--- src/hdl/pmcr_pkg.sv ---
// Constants, field layouts and carrier types for the PHY misc config bank.
// Assumes one clock (clk_sys) and a plain single-cycle register port.

package pmcr_pkg;

  // ------------------------------------------------------------
  // Address spaces and register offsets
  // ------------------------------------------------------------
  localparam logic [1:0] SPACE_EXT = 2'h0;
  localparam logic [1:0] SPACE_MMD3 = 2'h1;
  localparam logic [1:0] SPACE_MMD7 = 2'h2;
  localparam logic [15:0] OFF_PCS_CONTROL = 16'h0000;
  localparam logic [15:0] OFF_PCS_STATUS = 16'h0001;
  localparam logic [15:0] OFF_EEE_CAPABILITY = 16'h0014;
  localparam logic [15:0] OFF_EEE_WAKE_ERR = 16'h0016;
  localparam logic [15:0] OFF_EEE_LOCAL_ADV = 16'h003c;
  localparam logic [15:0] OFF_EEE_PARTNER = 16'h003d;
  localparam logic [15:0] OFF_PAD_DRIVE = 16'ha010;
  localparam logic [15:0] OFF_SYNC_CTRL = 16'ha012;

  // ------------------------------------------------------------
  // Field positions
  // ------------------------------------------------------------
  localparam int POS_RX_CLK_DRV = 13;
  localparam int POS_RX_DATA_HI = 12;
  localparam int POS_IRQ_OD = 11;
  localparam int POS_IRQ_HIGH = 10;
  localparam int POS_SYNC_DRV = 8;
  localparam int POS_MGMT_DRV = 6;
  localparam int POS_RX_DATA_LO = 4;
  localparam int POS_IRQ_DRV = 2;
  localparam int POS_LED_DRV = 0;
  localparam int POS_SYNC_EN = 6;
  localparam int POS_SYNC_KEEP = 5;
  localparam int POS_SYNC_FREQ = 4;
  localparam int POS_SYNC_SRC = 1;
  localparam int POS_CODING_SUBLAYER_SOFT_RESET = 15;
  localparam int POS_PCS_CLKSTOP = 10;

  // ------------------------------------------------------------
  // Reset values and masks
  // ------------------------------------------------------------
  localparam logic [15:0] RST_PAD_DRIVE = 16'h6bff;
  localparam logic [15:0] RST_SYNC_CTRL = 16'h00c8;
  localparam logic [15:0] WMASK_SYNC_CTRL = 16'h00fe;
  localparam logic [1:0] RST_EEE_LOCAL = 2'h3;
  localparam logic [15:0] VAL_EEE_CAPABILITY = 16'h0006;
  localparam logic [15:0] WERR_MAX = 16'hffff;

  // ------------------------------------------------------------
  // Sync clock sources
  // ------------------------------------------------------------
  typedef enum logic [2:0] {
    SRC_PLL = 3'h0,
    SRC_RECOVERED = 3'h1,
    SRC_RESERVED = 3'h2,
    SRC_DIGITAL = 3'h3,
    SRC_REF25 = 3'h4,
    SRC_SSC25 = 3'h5
  } pmcr_clk_src_t;

  // ------------------------------------------------------------
  // Carriers
  // ------------------------------------------------------------
  typedef struct packed {
    logic [1:0] space;
    logic [15:0] offset;
    logic [15:0] wdata;
    logic wr;
    logic rd;
  } pmcr_req_t;

  typedef struct packed {
    logic [2:0] rx_clock_pad_drive;
    logic [2:0] rx_data_pad_drive;
    logic [1:0] sync_clock_pad_drive;
    logic [1:0] mgmt_data_pad_drive;
    logic [1:0] irq_pad_drive;
    logic [1:0] indicator_pad_drive;
  } pmcr_pad_drive_t;

  typedef struct packed {
    logic run;
    logic freq_125;
    logic [2:0] source;
  } pmcr_sync_clk_t;

  typedef struct packed {
    logic tx_lpi_now;
    logic rx_lpi_now;
    logic pcs_link_up;
    logic wake_fault;
    logic [1:0] partner_eee;
  } pmcr_pcs_in_t;

endpackage

--- src/hdl/pmcr_irq_pad.sv ---
// Interrupt pad driver: polarity and open-drain handling.
// Assumes irq_req is a level from logic on clk_sys.
`timescale 1ns/100ps

module pmcr_irq_pad (
  input wire logic clk_sys,
  input wire logic reset,
  input wire logic irq_req,
  input wire logic open_drain_sel,
  input wire logic polarity_high,
  output logic irq_pin_o,
  output logic irq_pin_oe
);
  import pmcr_pkg::*;

  logic lvl;

  // Pin level that signals the current state
  // polarity select
  assign lvl = irq_req ? polarity_high : ~polarity_high;

  // Open drain only ever pulls low, so it releases for a high level
  // pad output type
  always_ff @(posedge clk_sys) begin
    if (reset) begin
      irq_pin_o <= 1'b0;
      irq_pin_oe <= 1'b0;
    end else if (open_drain_sel) begin
      irq_pin_o <= 1'b0;
      irq_pin_oe <= ~lvl;
    end else begin
      irq_pin_o <= lvl;
      irq_pin_oe <= 1'b1;
    end
  end

  AST_IRQ_OPEN_DRAIN: assert property (
    @(posedge clk_sys) disable iff (reset)
    !$past(reset) && $past(open_drain_sel)
      |-> !irq_pin_o && (irq_pin_oe == ($past(irq_req) != $past(polarity_high))))
    else $error("open drain pad drove wrongly");

  AST_IRQ_POLARITY: assert property (
    @(posedge clk_sys) disable iff (reset)
    !$past(reset) && !$past(open_drain_sel) |-> irq_pin_oe && (irq_pin_o == ($past(irq_req) == $past(polarity_high))))
    else $error("push-pull level disagrees with polarity");

endmodule

--- src/hdl/pmcr_sync_clk.sv ---
// Sync clock output control: run gating, frequency and source.
// Assumes link_up comes from logic on clk_sys; the clock mux sits outside.
`timescale 1ns/100ps

module pmcr_sync_clk (
  input wire logic clk_sys,
  input wire logic reset,
  input wire logic enable,
  input wire logic keep_on_link_loss,
  input wire logic link_up,
  input wire logic freq_select,
  input wire logic [2:0] source_select,
  output pmcr_pkg::pmcr_sync_clk_t sync_clk
);
  import pmcr_pkg::*;

  logic src_pll_like;

  // Frequency select only matters for the PLL and recovered sources
  assign src_pll_like = (source_select == SRC_PLL) || (source_select == SRC_RECOVERED);

  // Reserved source keeps the output quiet rather than glitch
  // run, freq, source
  always_ff @(posedge clk_sys) begin
    if (reset) begin
      sync_clk <= '0;
    end else begin
      sync_clk.run <= enable && (keep_on_link_loss || link_up) && (source_select != SRC_RESERVED);
      sync_clk.freq_125 <= freq_select && src_pll_like;
      sync_clk.source <= source_select;
    end
  end

  AST_SYNC_ENABLE: assert property (
    @(posedge clk_sys) disable iff (reset)
    !enable |=> !sync_clk.run)
    else $error("sync clock running while disabled");

  AST_SYNC_LINK: assert property (
    @(posedge clk_sys) disable iff (reset)
    enable && (source_select == SRC_REF25) && (keep_on_link_loss || link_up) |=> sync_clk.run)
    else $error("sync clock stopped unexpectedly");

  AST_SYNC_FREQ: assert property (
    @(posedge clk_sys) disable iff (reset)
    freq_select && (source_select > SRC_RECOVERED) |=> !sync_clk.freq_125)
    else $error("125 MHz chosen for a fixed source");

  AST_SYNC_SRC: assert property (
    @(posedge clk_sys) disable iff (reset)
    1'b1 |=> sync_clk.source == $past(source_select))
    else $error("source select not forwarded");

endmodule

--- src/hdl/pmcr_top.sv ---
// Misc PHY config bank: pad drives, interrupt pad, sync clock, PCS/EEE MMD.
// Assumes a single-cycle register port on clk_sys and PHY core inputs
// on the same clock.
//
// The strobed register port is this design's own decision.
`timescale 1ns/100ps

module pmcr_top (
  input wire logic clk_sys,
  input wire logic reset,
  input pmcr_pkg::pmcr_req_t reg_req,
  output logic [15:0] reg_rdata,
  input pmcr_pkg::pmcr_pcs_in_t pcs_in,
  input wire logic link_up,
  input wire logic irq_req,
  output pmcr_pkg::pmcr_pad_drive_t pad_drive,
  output pmcr_pkg::pmcr_sync_clk_t sync_clk,
  output logic irq_pin_o,
  output logic irq_pin_oe,
  output logic core_soft_reset
);
  import pmcr_pkg::*;

  // ------------------------------------------------------------
  // Decode helper
  // ------------------------------------------------------------

  // True when the request lands on the given space and offset
  function automatic logic hit(input pmcr_req_t r, input logic [1:0] sp,
                               input logic [15:0] off);
    hit = (r.space == sp) && (r.offset == off);
  endfunction

  logic wr_drv;
  logic wr_sync;
  logic wr_pcs;
  logic wr_la;
  logic rd_sta;
  logic rd_werr;
  logic [15:0] drv_ff;
  logic [15:0] sync_ff;
  logic coding_sublayer_soft_reset_ff;
  logic nxt_coding_sublayer_soft_reset;
  logic clkstop_ff;
  logic tx_lpi_rc_ff;
  logic rx_lpi_rc_ff;
  logic link_ll_ff;
  logic [15:0] werr_ff;
  logic [15:0] nxt_werr;
  logic [1:0] eee_local_advertise_ff;
  logic [15:0] nxt_rdata;
  logic [15:0] pcs_status_val;

  // ------------------------------------------------------------
  // Strobe decode
  // ------------------------------------------------------------

  assign wr_drv = reg_req.wr && hit(reg_req, SPACE_EXT, OFF_PAD_DRIVE);
  assign wr_sync = reg_req.wr && hit(reg_req, SPACE_EXT, OFF_SYNC_CTRL);
  assign wr_pcs = reg_req.wr && hit(reg_req, SPACE_MMD3, OFF_PCS_CONTROL);
  assign wr_la = reg_req.wr && hit(reg_req, SPACE_MMD7, OFF_EEE_LOCAL_ADV);
  assign rd_sta = reg_req.rd && hit(reg_req, SPACE_MMD3, OFF_PCS_STATUS);
  assign rd_werr = reg_req.rd && hit(reg_req, SPACE_MMD3, OFF_EEE_WAKE_ERR);

  // ------------------------------------------------------------
  // Pad drive register
  // ------------------------------------------------------------

  // Whole word is writable; every field is read-write
  // drive storage
  always_ff @(posedge clk_sys) begin
    if (reset) begin
      drv_ff <= RST_PAD_DRIVE;
    end else if (wr_drv) begin
      drv_ff <= reg_req.wdata;
    end
  end

  // Static pad controls; a write shows one cycle later
  // pad outputs
  assign pad_drive.rx_clock_pad_drive = drv_ff[POS_RX_CLK_DRV +: 3];
  assign pad_drive.rx_data_pad_drive = {drv_ff[POS_RX_DATA_HI], drv_ff[POS_RX_DATA_LO +: 2]};
  assign pad_drive.sync_clock_pad_drive = drv_ff[POS_SYNC_DRV +: 2];
  assign pad_drive.mgmt_data_pad_drive = drv_ff[POS_MGMT_DRV +: 2];
  assign pad_drive.irq_pad_drive = drv_ff[POS_IRQ_DRV +: 2];
  assign pad_drive.indicator_pad_drive = drv_ff[POS_LED_DRV +: 2];

  // ------------------------------------------------------------
  // Sync clock control register
  // ------------------------------------------------------------

  // Bit 7 is reserved but holds its value; upper byte and bit 0 stay zero
  // reserved bit masking
  always_ff @(posedge clk_sys) begin
    if (reset) begin
      sync_ff <= RST_SYNC_CTRL;
    end else if (wr_sync) begin
      sync_ff <= reg_req.wdata & WMASK_SYNC_CTRL;
    end
  end

  pmcr_sync_clk u_sync_clk (
    .clk_sys(clk_sys),
    .reset(reset),
    .enable(sync_ff[POS_SYNC_EN]),
    .keep_on_link_loss(sync_ff[POS_SYNC_KEEP]),
    .link_up(link_up),
    .freq_select(sync_ff[POS_SYNC_FREQ]),
    .source_select(sync_ff[POS_SYNC_SRC +: 3]),
    .sync_clk(sync_clk)
  );

  pmcr_irq_pad u_irq_pad (
    .clk_sys(clk_sys),
    .reset(reset),
    .irq_req(irq_req),
    .open_drain_sel(drv_ff[POS_IRQ_OD]),
    .polarity_high(drv_ff[POS_IRQ_HIGH]),
    .irq_pin_o(irq_pin_o),
    .irq_pin_oe(irq_pin_oe)
  );

  // ------------------------------------------------------------
  // PCS soft reset
  // ------------------------------------------------------------

  // One-cycle pulse; a write during the pulse cannot extend it
  // self-clearing reset
  assign nxt_coding_sublayer_soft_reset = wr_pcs && reg_req.wdata[POS_CODING_SUBLAYER_SOFT_RESET] && !coding_sublayer_soft_reset_ff;

  always_ff @(posedge clk_sys) begin
    if (reset) begin
      coding_sublayer_soft_reset_ff <= 1'b0;
    end else begin
      coding_sublayer_soft_reset_ff <= nxt_coding_sublayer_soft_reset;
    end
  end

  assign core_soft_reset = coding_sublayer_soft_reset_ff;

  // Clock-stop-able bit has no effect but must read back
  always_ff @(posedge clk_sys) begin
    if (reset || coding_sublayer_soft_reset_ff) begin
      clkstop_ff <= 1'b0;
    end else if (wr_pcs) begin
      clkstop_ff <= reg_req.wdata[POS_PCS_CLKSTOP];
    end
  end

  // ------------------------------------------------------------
  // PCS status latches
  // ------------------------------------------------------------

  // Latched-high LPI flags; a new event wins over a read clear
  always_ff @(posedge clk_sys) begin
    if (reset || coding_sublayer_soft_reset_ff) begin
      tx_lpi_rc_ff <= 1'b0;
      rx_lpi_rc_ff <= 1'b0;
    end else begin
      tx_lpi_rc_ff <= pcs_in.tx_lpi_now || (tx_lpi_rc_ff && !rd_sta);
      rx_lpi_rc_ff <= pcs_in.rx_lpi_now || (rx_lpi_rc_ff && !rd_sta);
    end
  end

  // Latched-low link: a drop sticks until read, and a drop beats the read
  always_ff @(posedge clk_sys) begin
    if (reset || coding_sublayer_soft_reset_ff) begin
      link_ll_ff <= 1'b0;
    end else if (!pcs_in.pcs_link_up) begin
      link_ll_ff <= 1'b0;
    end else if (rd_sta) begin
      link_ll_ff <= 1'b1;
    end
  end

  // ------------------------------------------------------------
  // Wake error counter
  // ------------------------------------------------------------

  // Saturates at all ones; clears on read, but a fault in the read
  // cycle is counted afresh so it is not lost
  always_comb begin
    nxt_werr = werr_ff;
    if (pcs_in.wake_fault) begin
      if (rd_werr) begin
        nxt_werr = 16'h0001;
      end else if (werr_ff != WERR_MAX) begin
        nxt_werr = werr_ff + 16'h0001;
      end
    end else if (rd_werr) begin
      nxt_werr = 16'h0000;
    end
  end

  always_ff @(posedge clk_sys) begin
    if (reset || coding_sublayer_soft_reset_ff) begin
      werr_ff <= 16'h0000;
    end else begin
      werr_ff <= nxt_werr;
    end
  end

  // ------------------------------------------------------------
  // EEE local advertisement
  // ------------------------------------------------------------

  // MMD7 returns to default on PCS reset
  always_ff @(posedge clk_sys) begin
    if (reset || coding_sublayer_soft_reset_ff) begin
      eee_local_advertise_ff <= RST_EEE_LOCAL;
    end else if (wr_la) begin
      eee_local_advertise_ff <= reg_req.wdata[2:1];
    end
  end

  // ------------------------------------------------------------
  // Read path
  // ------------------------------------------------------------

  assign pcs_status_val = {4'h0, tx_lpi_rc_ff, rx_lpi_rc_ff, pcs_in.tx_lpi_now,
                        pcs_in.rx_lpi_now, 5'h00, link_ll_ff, 2'h0};

  // Unmapped addresses read zero; data stands only in the cycle after
  // read mux
  always_comb begin
    nxt_rdata = 16'h0000;
    if (reg_req.rd) begin
      if (hit(reg_req, SPACE_EXT, OFF_PAD_DRIVE)) begin
        nxt_rdata = drv_ff;
      end else if (hit(reg_req, SPACE_EXT, OFF_SYNC_CTRL)) begin
        nxt_rdata = sync_ff;
      end else if (hit(reg_req, SPACE_MMD3, OFF_PCS_CONTROL)) begin
        nxt_rdata = {coding_sublayer_soft_reset_ff, 4'h0, clkstop_ff, 10'h000};
      end else if (rd_sta) begin
        nxt_rdata = pcs_status_val;
      end else if (hit(reg_req, SPACE_MMD3, OFF_EEE_CAPABILITY)) begin
        nxt_rdata = VAL_EEE_CAPABILITY;
      end else if (rd_werr) begin
        nxt_rdata = werr_ff;
      end else if (hit(reg_req, SPACE_MMD7, OFF_EEE_LOCAL_ADV)) begin
        nxt_rdata = {13'h0000, eee_local_advertise_ff, 1'b0};
      end else if (hit(reg_req, SPACE_MMD7, OFF_EEE_PARTNER)) begin
        nxt_rdata = {13'h0000, pcs_in.partner_eee, 1'b0};
      end
    end
  end

  always_ff @(posedge clk_sys) begin
    if (reset) begin
      reg_rdata <= 16'h0000;
    end else begin
      reg_rdata <= nxt_rdata;
    end
  end

  // ------------------------------------------------------------
  // Checks
  // ------------------------------------------------------------

  AST_RX_CLK_DRIVE: assert property (
    @(posedge clk_sys) disable iff (reset)
    wr_drv |=> pad_drive.rx_clock_pad_drive == $past(reg_req.wdata[15:13]))
    else $error("receive clock drive not updated");

  AST_RX_DATA_DRIVE: assert property (
    @(posedge clk_sys) disable iff (reset)
    wr_drv |=> pad_drive.rx_data_pad_drive == {$past(reg_req.wdata[12]), $past(reg_req.wdata[5:4])})
    else $error("receive data drive misassembled");

  AST_PAD_RESET: assert property (
    @(posedge clk_sys) disable iff (reset)
    $past(reset) |-> pad_drive.sync_clock_pad_drive == 2'h3 && pad_drive.mgmt_data_pad_drive == 2'h3
      && pad_drive.irq_pad_drive == 2'h3 && pad_drive.indicator_pad_drive == 2'h3
      && pad_drive.rx_data_pad_drive == 3'h3 && pad_drive.rx_clock_pad_drive == 3'h3)
    else $error("pad drive reset value wrong");

  AST_PCS_MAP: assert property (
    @(posedge clk_sys) disable iff (reset)
    reg_req.rd && hit(reg_req, SPACE_MMD3, OFF_EEE_CAPABILITY) |=> reg_rdata == 16'h0006)
    else $error("capability register misdecoded");

  AST_PCS_SELF_CLEAR: assert property (
    @(posedge clk_sys) disable iff (reset)
    wr_pcs && reg_req.wdata[15] && !coding_sublayer_soft_reset_ff |=> core_soft_reset ##1 !core_soft_reset)
    else $error("PCS reset did not pulse once");

  AST_PCS_DEFAULTS: assert property (
    @(posedge clk_sys) disable iff (reset)
    core_soft_reset |=> eee_local_advertise_ff == 2'h3 && werr_ff == 16'h0000 && !clkstop_ff
      && !tx_lpi_rc_ff && !rx_lpi_rc_ff && !link_ll_ff)
    else $error("PCS registers not returned to default");

  AST_RSVD_ZERO: assert property (
    @(posedge clk_sys) disable iff (reset)
    reg_req.rd && hit(reg_req, SPACE_EXT, OFF_SYNC_CTRL) |=> reg_rdata[15:8] == 8'h00 && !reg_rdata[0])
    else $error("reserved sync bits read nonzero");

  // Read data must not linger, or a slow master could take a stale word
  AST_RDATA_IDLE: assert property (
    @(posedge clk_sys) disable iff (reset)
    !reg_req.rd |=> reg_rdata == 16'h0000)
    else $error("read data present without a read");

  AST_UNMAPPED_SPACE: assert property (
    @(posedge clk_sys) disable iff (reset)
    reg_req.rd && (reg_req.space == 2'h3) |=> reg_rdata == 16'h0000)
    else $error("unmapped space returned data");

endmodule

--- config.mk ---
export PLATFORM = sky130hd
export DESIGN_NAME = pmcr_top
export DESIGN_NICKNAME = d
export VERILOG_FILES = /design/src/hdl/pmcr_pkg.sv /design/src/hdl/pmcr_irq_pad.sv /design/src/hdl/pmcr_sync_clk.sv /design/src/hdl/pmcr_top.sv
export SDC_FILE = /design/constraint.sdc
export NUM_CORES = 1
export LEC_CHECK = 0
export ABC_AREA = 0
export BUFFER_PORTS_ARGS = -buffer_cell sky130_fd_sc_hd__buf_4
export CORE_MARGIN = 3
export CORE_UTILIZATION = 50
export DETAILED_ROUTE_END_ITERATION = 8
export GPL_TIMING_DRIVEN = 0
export PLACE_DENSITY = 0.77
export SYNTH_ARGS = -nofsm -noshare
export SYNTH_HDL_FRONTEND = slang
export SYNTH_SLANG_ARGS = --single-unit
--- constraint.sdc ---
create_clock -name clk_sys -period 2.4 [get_ports clk_sys]
set_clock_uncertainty 0.15 [all_clocks]
set_input_delay 0.12 -clock clk_sys [delete_from_list [all_inputs] [get_ports clk_sys]]
set_output_delay 0.12 -clock clk_sys [all_outputs]
set_load 0.05 [all_outputs]
After elaboration in Yosys (flattened, before gate mapping)
Index checks and enable logic that the tools add are counted.
{ "totals": {"regBits": 69, "latch_bits": 0, "mem_bits_rw": 0, "romBits": 0, "input_bits": 46, "output_inout_bits": 38, "word_cells": 83, "n_memories": 0} }
{ "classes": {"add_sub_neg": 1, "n_mul": 0, "div": 0, "magnitude_cmp": 0, "eq_ne": 12, "n_shift": 0, "mux": 14, "bitwise": 4, "n_reduce_logical": 37} }
{ "ops": {"columns": ["cell", "count"], "rows": [
  ["$mux 16", 10],
  ["$eq 16x16->1 const B", 2],
  ["$eq 16x5->1 const B", 2],
  ["$eq 16x6->1 const B", 2],
  ["$logic_and 1x1->1", 21],
  ["$add 16x1->16 const B", 1],
  ["$eq 16x1->1 const B", 1],
  ["$logic_not 16->1", 1],
  ["$ne 16x16->1 const B", 1],
  ["$mux 3", 2],
  ["$reduce_or 2->1", 3],
  ["$logic_or 1x1->1", 5],
  ["$not 1->1", 4],
  ["$reduce_bool 2->1", 2],
  ["$eq 3x1->1 const B", 1],
  ["$logic_not 3->1", 1],
  ["$ne 3x2->1 const B", 1],
  ["$eq 2x1->1 const B", 1],
  ["$eq 2x2->1 const B", 1],
  ["$logic_not 1->1", 2],
  ["$logic_not 2->1", 1],
  ["$mux 1", 2],
  ["$reduce_and 2->1", 1]
]} }

Longest topological paths before layout
{ "logic_depth": {"ltp_word": 10, "mapped_depth": 7, "ltp_nobuf": 6} }

Cells and area by module
From an unflattened synthesis, not the netlist that was laid out.
{ "unflattened": {"hier_cells": 332, "hier_area_um2": 3094.2} }
{ "by_module_without_submodules": {"columns": ["module", "instances", "cells_each", "area_per_inst_um2", "seq_area_each_um2"], "rows": [
  ["pmcr_top", 1, 314, 2874.0, 1241.2],
  ["pmcr_sync_clk", 1, 13, 153.9, 100.1],
  ["pmcr_irq_pad", 1, 5, 66.3, 40.0]
]} }

Worst setup path after synthesis
No wires, ideal clock.
{ "synth_timing": {"path_kind": "in2reg", "start": "input reg_req[18] in the netlist's numbering", "end": "register drv_ff[6]", "setup_ps": 117, "arrival_time_ps": 1678, "required_ps": 2133, "setup_slack_ps": 454, "path_stages": 7, "path_buffers": 2, "path_cell_list": "buf_6 nor4b_4 nand3_4 nor4_4 buf_6 mux2i_1 nand2b_1"} }
{ "synth_between": {"elab_chain_len": 3} }
{ "synth_rtl": {"columns": ["element", "line_no", "text"], "rows": [
  ["start: declaration", "pmcr_top.sv:11", "input pmcr_pkg::pmcr_req_t reg_req,"],
  ["$eq 16x16->1", "pmcr_top.sv:31", "hit = (r.space == sp) && (r.offset == off);"],
  ["$logic_and 1x1->1", "pmcr_top.sv:31", null],
  ["$logic_and 1x1->1", "pmcr_top.sv:58", "assign wr_drv = reg_req.wr && hit(reg_req, SPACE_EXT, OFF_PAD_DRIVE);"],
  ["end signal: assignment", "pmcr_top.sv:75", "drv_ff <= reg_req.wdata;"],
  ["end: declaration", "pmcr_top.sv:40", "logic [15:0] drv_ff;"]
]} }
Every way passes these cells.
A chain may end at the register's enable or synchronous reset.

Worst setup path after layout
{ "layout_timing": {"start": "register werr_ff[8]", "end": "register werr_ff[6]"} }
{ "layout_between": {"elab_chain_len": 3} }
{ "layout_rtl": {"columns": ["element", "line_no", "text"], "rows": [
  ["start: declaration", "pmcr_top.sv:48", "logic [15:0] werr_ff;"],
  ["start signal: assignment", "pmcr_top.sv:199", "werr_ff <= nxt_werr;"],
  ["$ne 16x16->1", "pmcr_top.sv:187", "end else if (werr_ff != WERR_MAX) begin"],
  ["$reduce_bool 2->1 (no line)", null, null],
  ["$reduce_and 2->1 (no line)", null, null]
]} }
Every way passes these cells.

==> out/results.ini <==
[outcome]
outcome=finished clean

[setup_path]
worst-setup-path-type=register to register
slowest_stage=dfxtp_1
crit_arrival_ns=2.18
max_stage_delay_ns=0.45
cp_cell_sequence=and4_1 > clkbuf_1 > and4_1 > clkbuf_1 > and4b_1 > xnor2_1 > nor2_1
critPathCaptureType=register
critPathBufInv=2
cp_data_required_time_ns=2.47
crit_path_max_fanout=8
startpoint=werr_ff[8]
setup.worst_path.start_class=register
critPathTopFamily=simple AND/OR/NAND/NOR gates
r2r-start=werr_ff[8]

[floorplanning]
rows=28
initial_utilization_pct=52.1
die_area_sq_mm=0.00718
die_h_um=84.7
die_w_um=84.7
core_sq_mm=0.00596
top_level_ports=84

[clock_tree]
cts.repair.resized=0
clockBufferDepth=2
cts_tree=built
clk_latency_ns=0.34
cts_inserted_buffers=9
htree_levels=3
clock_sinks=69
path_clk_slew_ns=0.07
cts_setup_buffers=0
clockRootBuffer=clkbuf_8
ctsHoldBuffers=23

[drt]
ant_nets=0
drc_errors=0
maxUsedRoutingLayer=met4
vias=3038
firstDrtPassIters=4
wl_per_cell_um=16.5
first_iter_violations=176
route.met3.wl_um=664
wl_met2_um=4310
totalWireLength_um=8720
via_per_inst=5.74
wl_met1_um=3570

[global_routing]
globalRouteOverflowTotal=0
grt_first_pass_wirelength_um=14200
grt_pass1_vias=2953
track_usage_pct=25.1
antenna_found_initial=0
grt_max_degree=13

[pwr]
peakVddDrop_mv=0.443
powerDensity_mw_per_mm2=615
leakagePower_nw=1.66
total_power_mw=2.65

[timing]
rsz0062_at_grt=false
whs_ns=0.0272
tightest_slew_ns=1.00
hold_viol_final=0
fin_crit_sh_pct=88.3
setup_tns_ns=0
drv_slew=0
fin_crit_ns=2.12
slew_headroom_pct=32.6
fmax_ghz=0.472
setup_viol=0
worst_slack_ns=0.281

[finish]
final_nets=496
area_growth_pct=38.9
final_common_cell=buf_4
drive_above_1_share_pct=23.1
final_core_util_pct=72.3
n_antenna_cell=0
nFillCells=468
mostFrequentLayoutCells=buf_4 (80), dfxtp_1 (69), nor2_1 (45)

[yosys]
synth_warnings=0
synth.distinct_cells=48
syn_inst=335
syn_area_per_cell_sq_um=9.26
synthSimpleGateAreaFrac_pct=29.9
synth_edf_count=0
synthArstFlopShare_pct=0
synthesis.nets=382
synth-seq-area-share_pct=44.6
synth_top_family_by_area=simple AND/OR/NAND/NOR gates
synth_compound_area_share_pct=9.97
synthAdderAreaFrac_pct=0.404
synthXorXnorAreaFrac_pct=3.67
synthMuxAreaShare_pct=8.72
synth_seq_cells=69
syn_area_sq_mm=0.00310
synth-main-ff-cell=dfxtp_1

[placement]
dp_hpwl_um=6280
io_buffers=80
dp_slack_ns=0.0311
gp_congestion=0.888

[hold_path]
hold_path_class=primary input to register
hold_start=reg_req[18]

[run]
maxCapViolations=0

==> layer usage <==
| layer | up-vias | global-route usage [%] |
|---|---|---|
| met5 | - | 0 |
| met4 | 0 | 9.93 |
| met3 | 18 | 5.89 |
| met2 | 142 | 42.6 |
| met1 | 1432 | 30.7 |
| li1 | 1446 | - |
==> tightest hold or removal path, delay by kind of cell <==
kind	cells	cell delay [ns]
AO/OA/AOI/OAI	1	0.06
buffers and inverters	1	0.13
AND/OR/NAND/NOR	2	0.15
==> cells by family after synthesis <==
family | Yosys count
AO/OA/AOI/OAI | 42
XOR/XNOR | 13
adder cells (fa/ha/maj) | 1
buffers and inverters | 19
flip-flops | 69
multiplexers | 27
AND/OR/NAND/NOR | 164
==> Yosys cell counts (4+ instances only) <==
master	number	area, sq um
a211oi_1	8	60.1
a21oi_1	6	30.0
a22oi_1	4	30.0
and3_1	4	25.0
and4_1	7	61.3
clkbuf_1	11	41.3
dfxtp_1	69	1380
inv_1	4	15.0
mux2i_1	27	270
nand2_1	23	86.3
nand2b_1	16	100
nand3_1	13	65.1
nand4_1	7	43.8
nor2_1	45	169
nor2b_1	5	31.3
nor3_1	19	95.1
o21ai_0	6	30.0
xnor2_1	10	87.6
==> registers in the layout (all words and copies together), names as in the netlist <==
| register | cells |
|---|---|
| clkstop_ff | 1 |
| core_soft_reset | 1 |
| drv_ff | 16 |
| eee_local_advertise_ff | 2 |
| link_ll_ff | 1 |
| reg_rdata | 16 |
| rx_lpi_rc_ff | 1 |
| sync_ff | 7 |
| tx_lpi_rc_ff | 1 |
| u_irq_pad.irq_pin_o | 1 |
| u_irq_pad.irq_pin_oe | 1 |
| u_sync_clk.sync_clk | 5 |
| werr_ff | 16 |
==> where the power goes <==
| group | internal (mW) | switching [mW] | leakage [nW] |
|---|---|---|---|
| combinational | 0.100 | 0.0940 | 0.959 |
| sequential | 1.15 | 0.00623 | 0.558 |
| clock | 0.856 | 0.438 | 0.140 |
==> cell type report <==
| cell class | instances | area (sq um) | share of cell area [%] |
|---|---|---|---|
| clock buffer | 11 | 151 | 3.52 |
| multi-input combinational | 247 | 1630 | 37.9 |
| timing repair buffer | 103 | 831 | 19.3 |
| buffer | 14 | 67.6 | 1.57 |
| tap | 75 | 93.8 | 2.18 |
| sequential | 69 | 1380 | 32.1 |
| inverter | 5 | 18.8 | 0.436 |
| clock inverter | 5 | 129 | 2.99 |
==> metrics by stage <==
stage,cell area [sq um],instances
floorplan,3100,335
global placement,3790,490
detailed placement,3790,490
CTS,4310,529
global route,4310,529
finish,4310,529
==> path summary, 6_finish.rpt <==
path                                 endpoint  slack (ns)  cells after the start
worst max-delay path               werr_ff[6]        0.28                      7
worst min-delay path            reg_rdata[15]        0.03                      4
worst max register to register     werr_ff[6]        0.28                      7
worst min register to register     sync_ff[7]        0.31                      1
(Power assumes the default switching activity.)
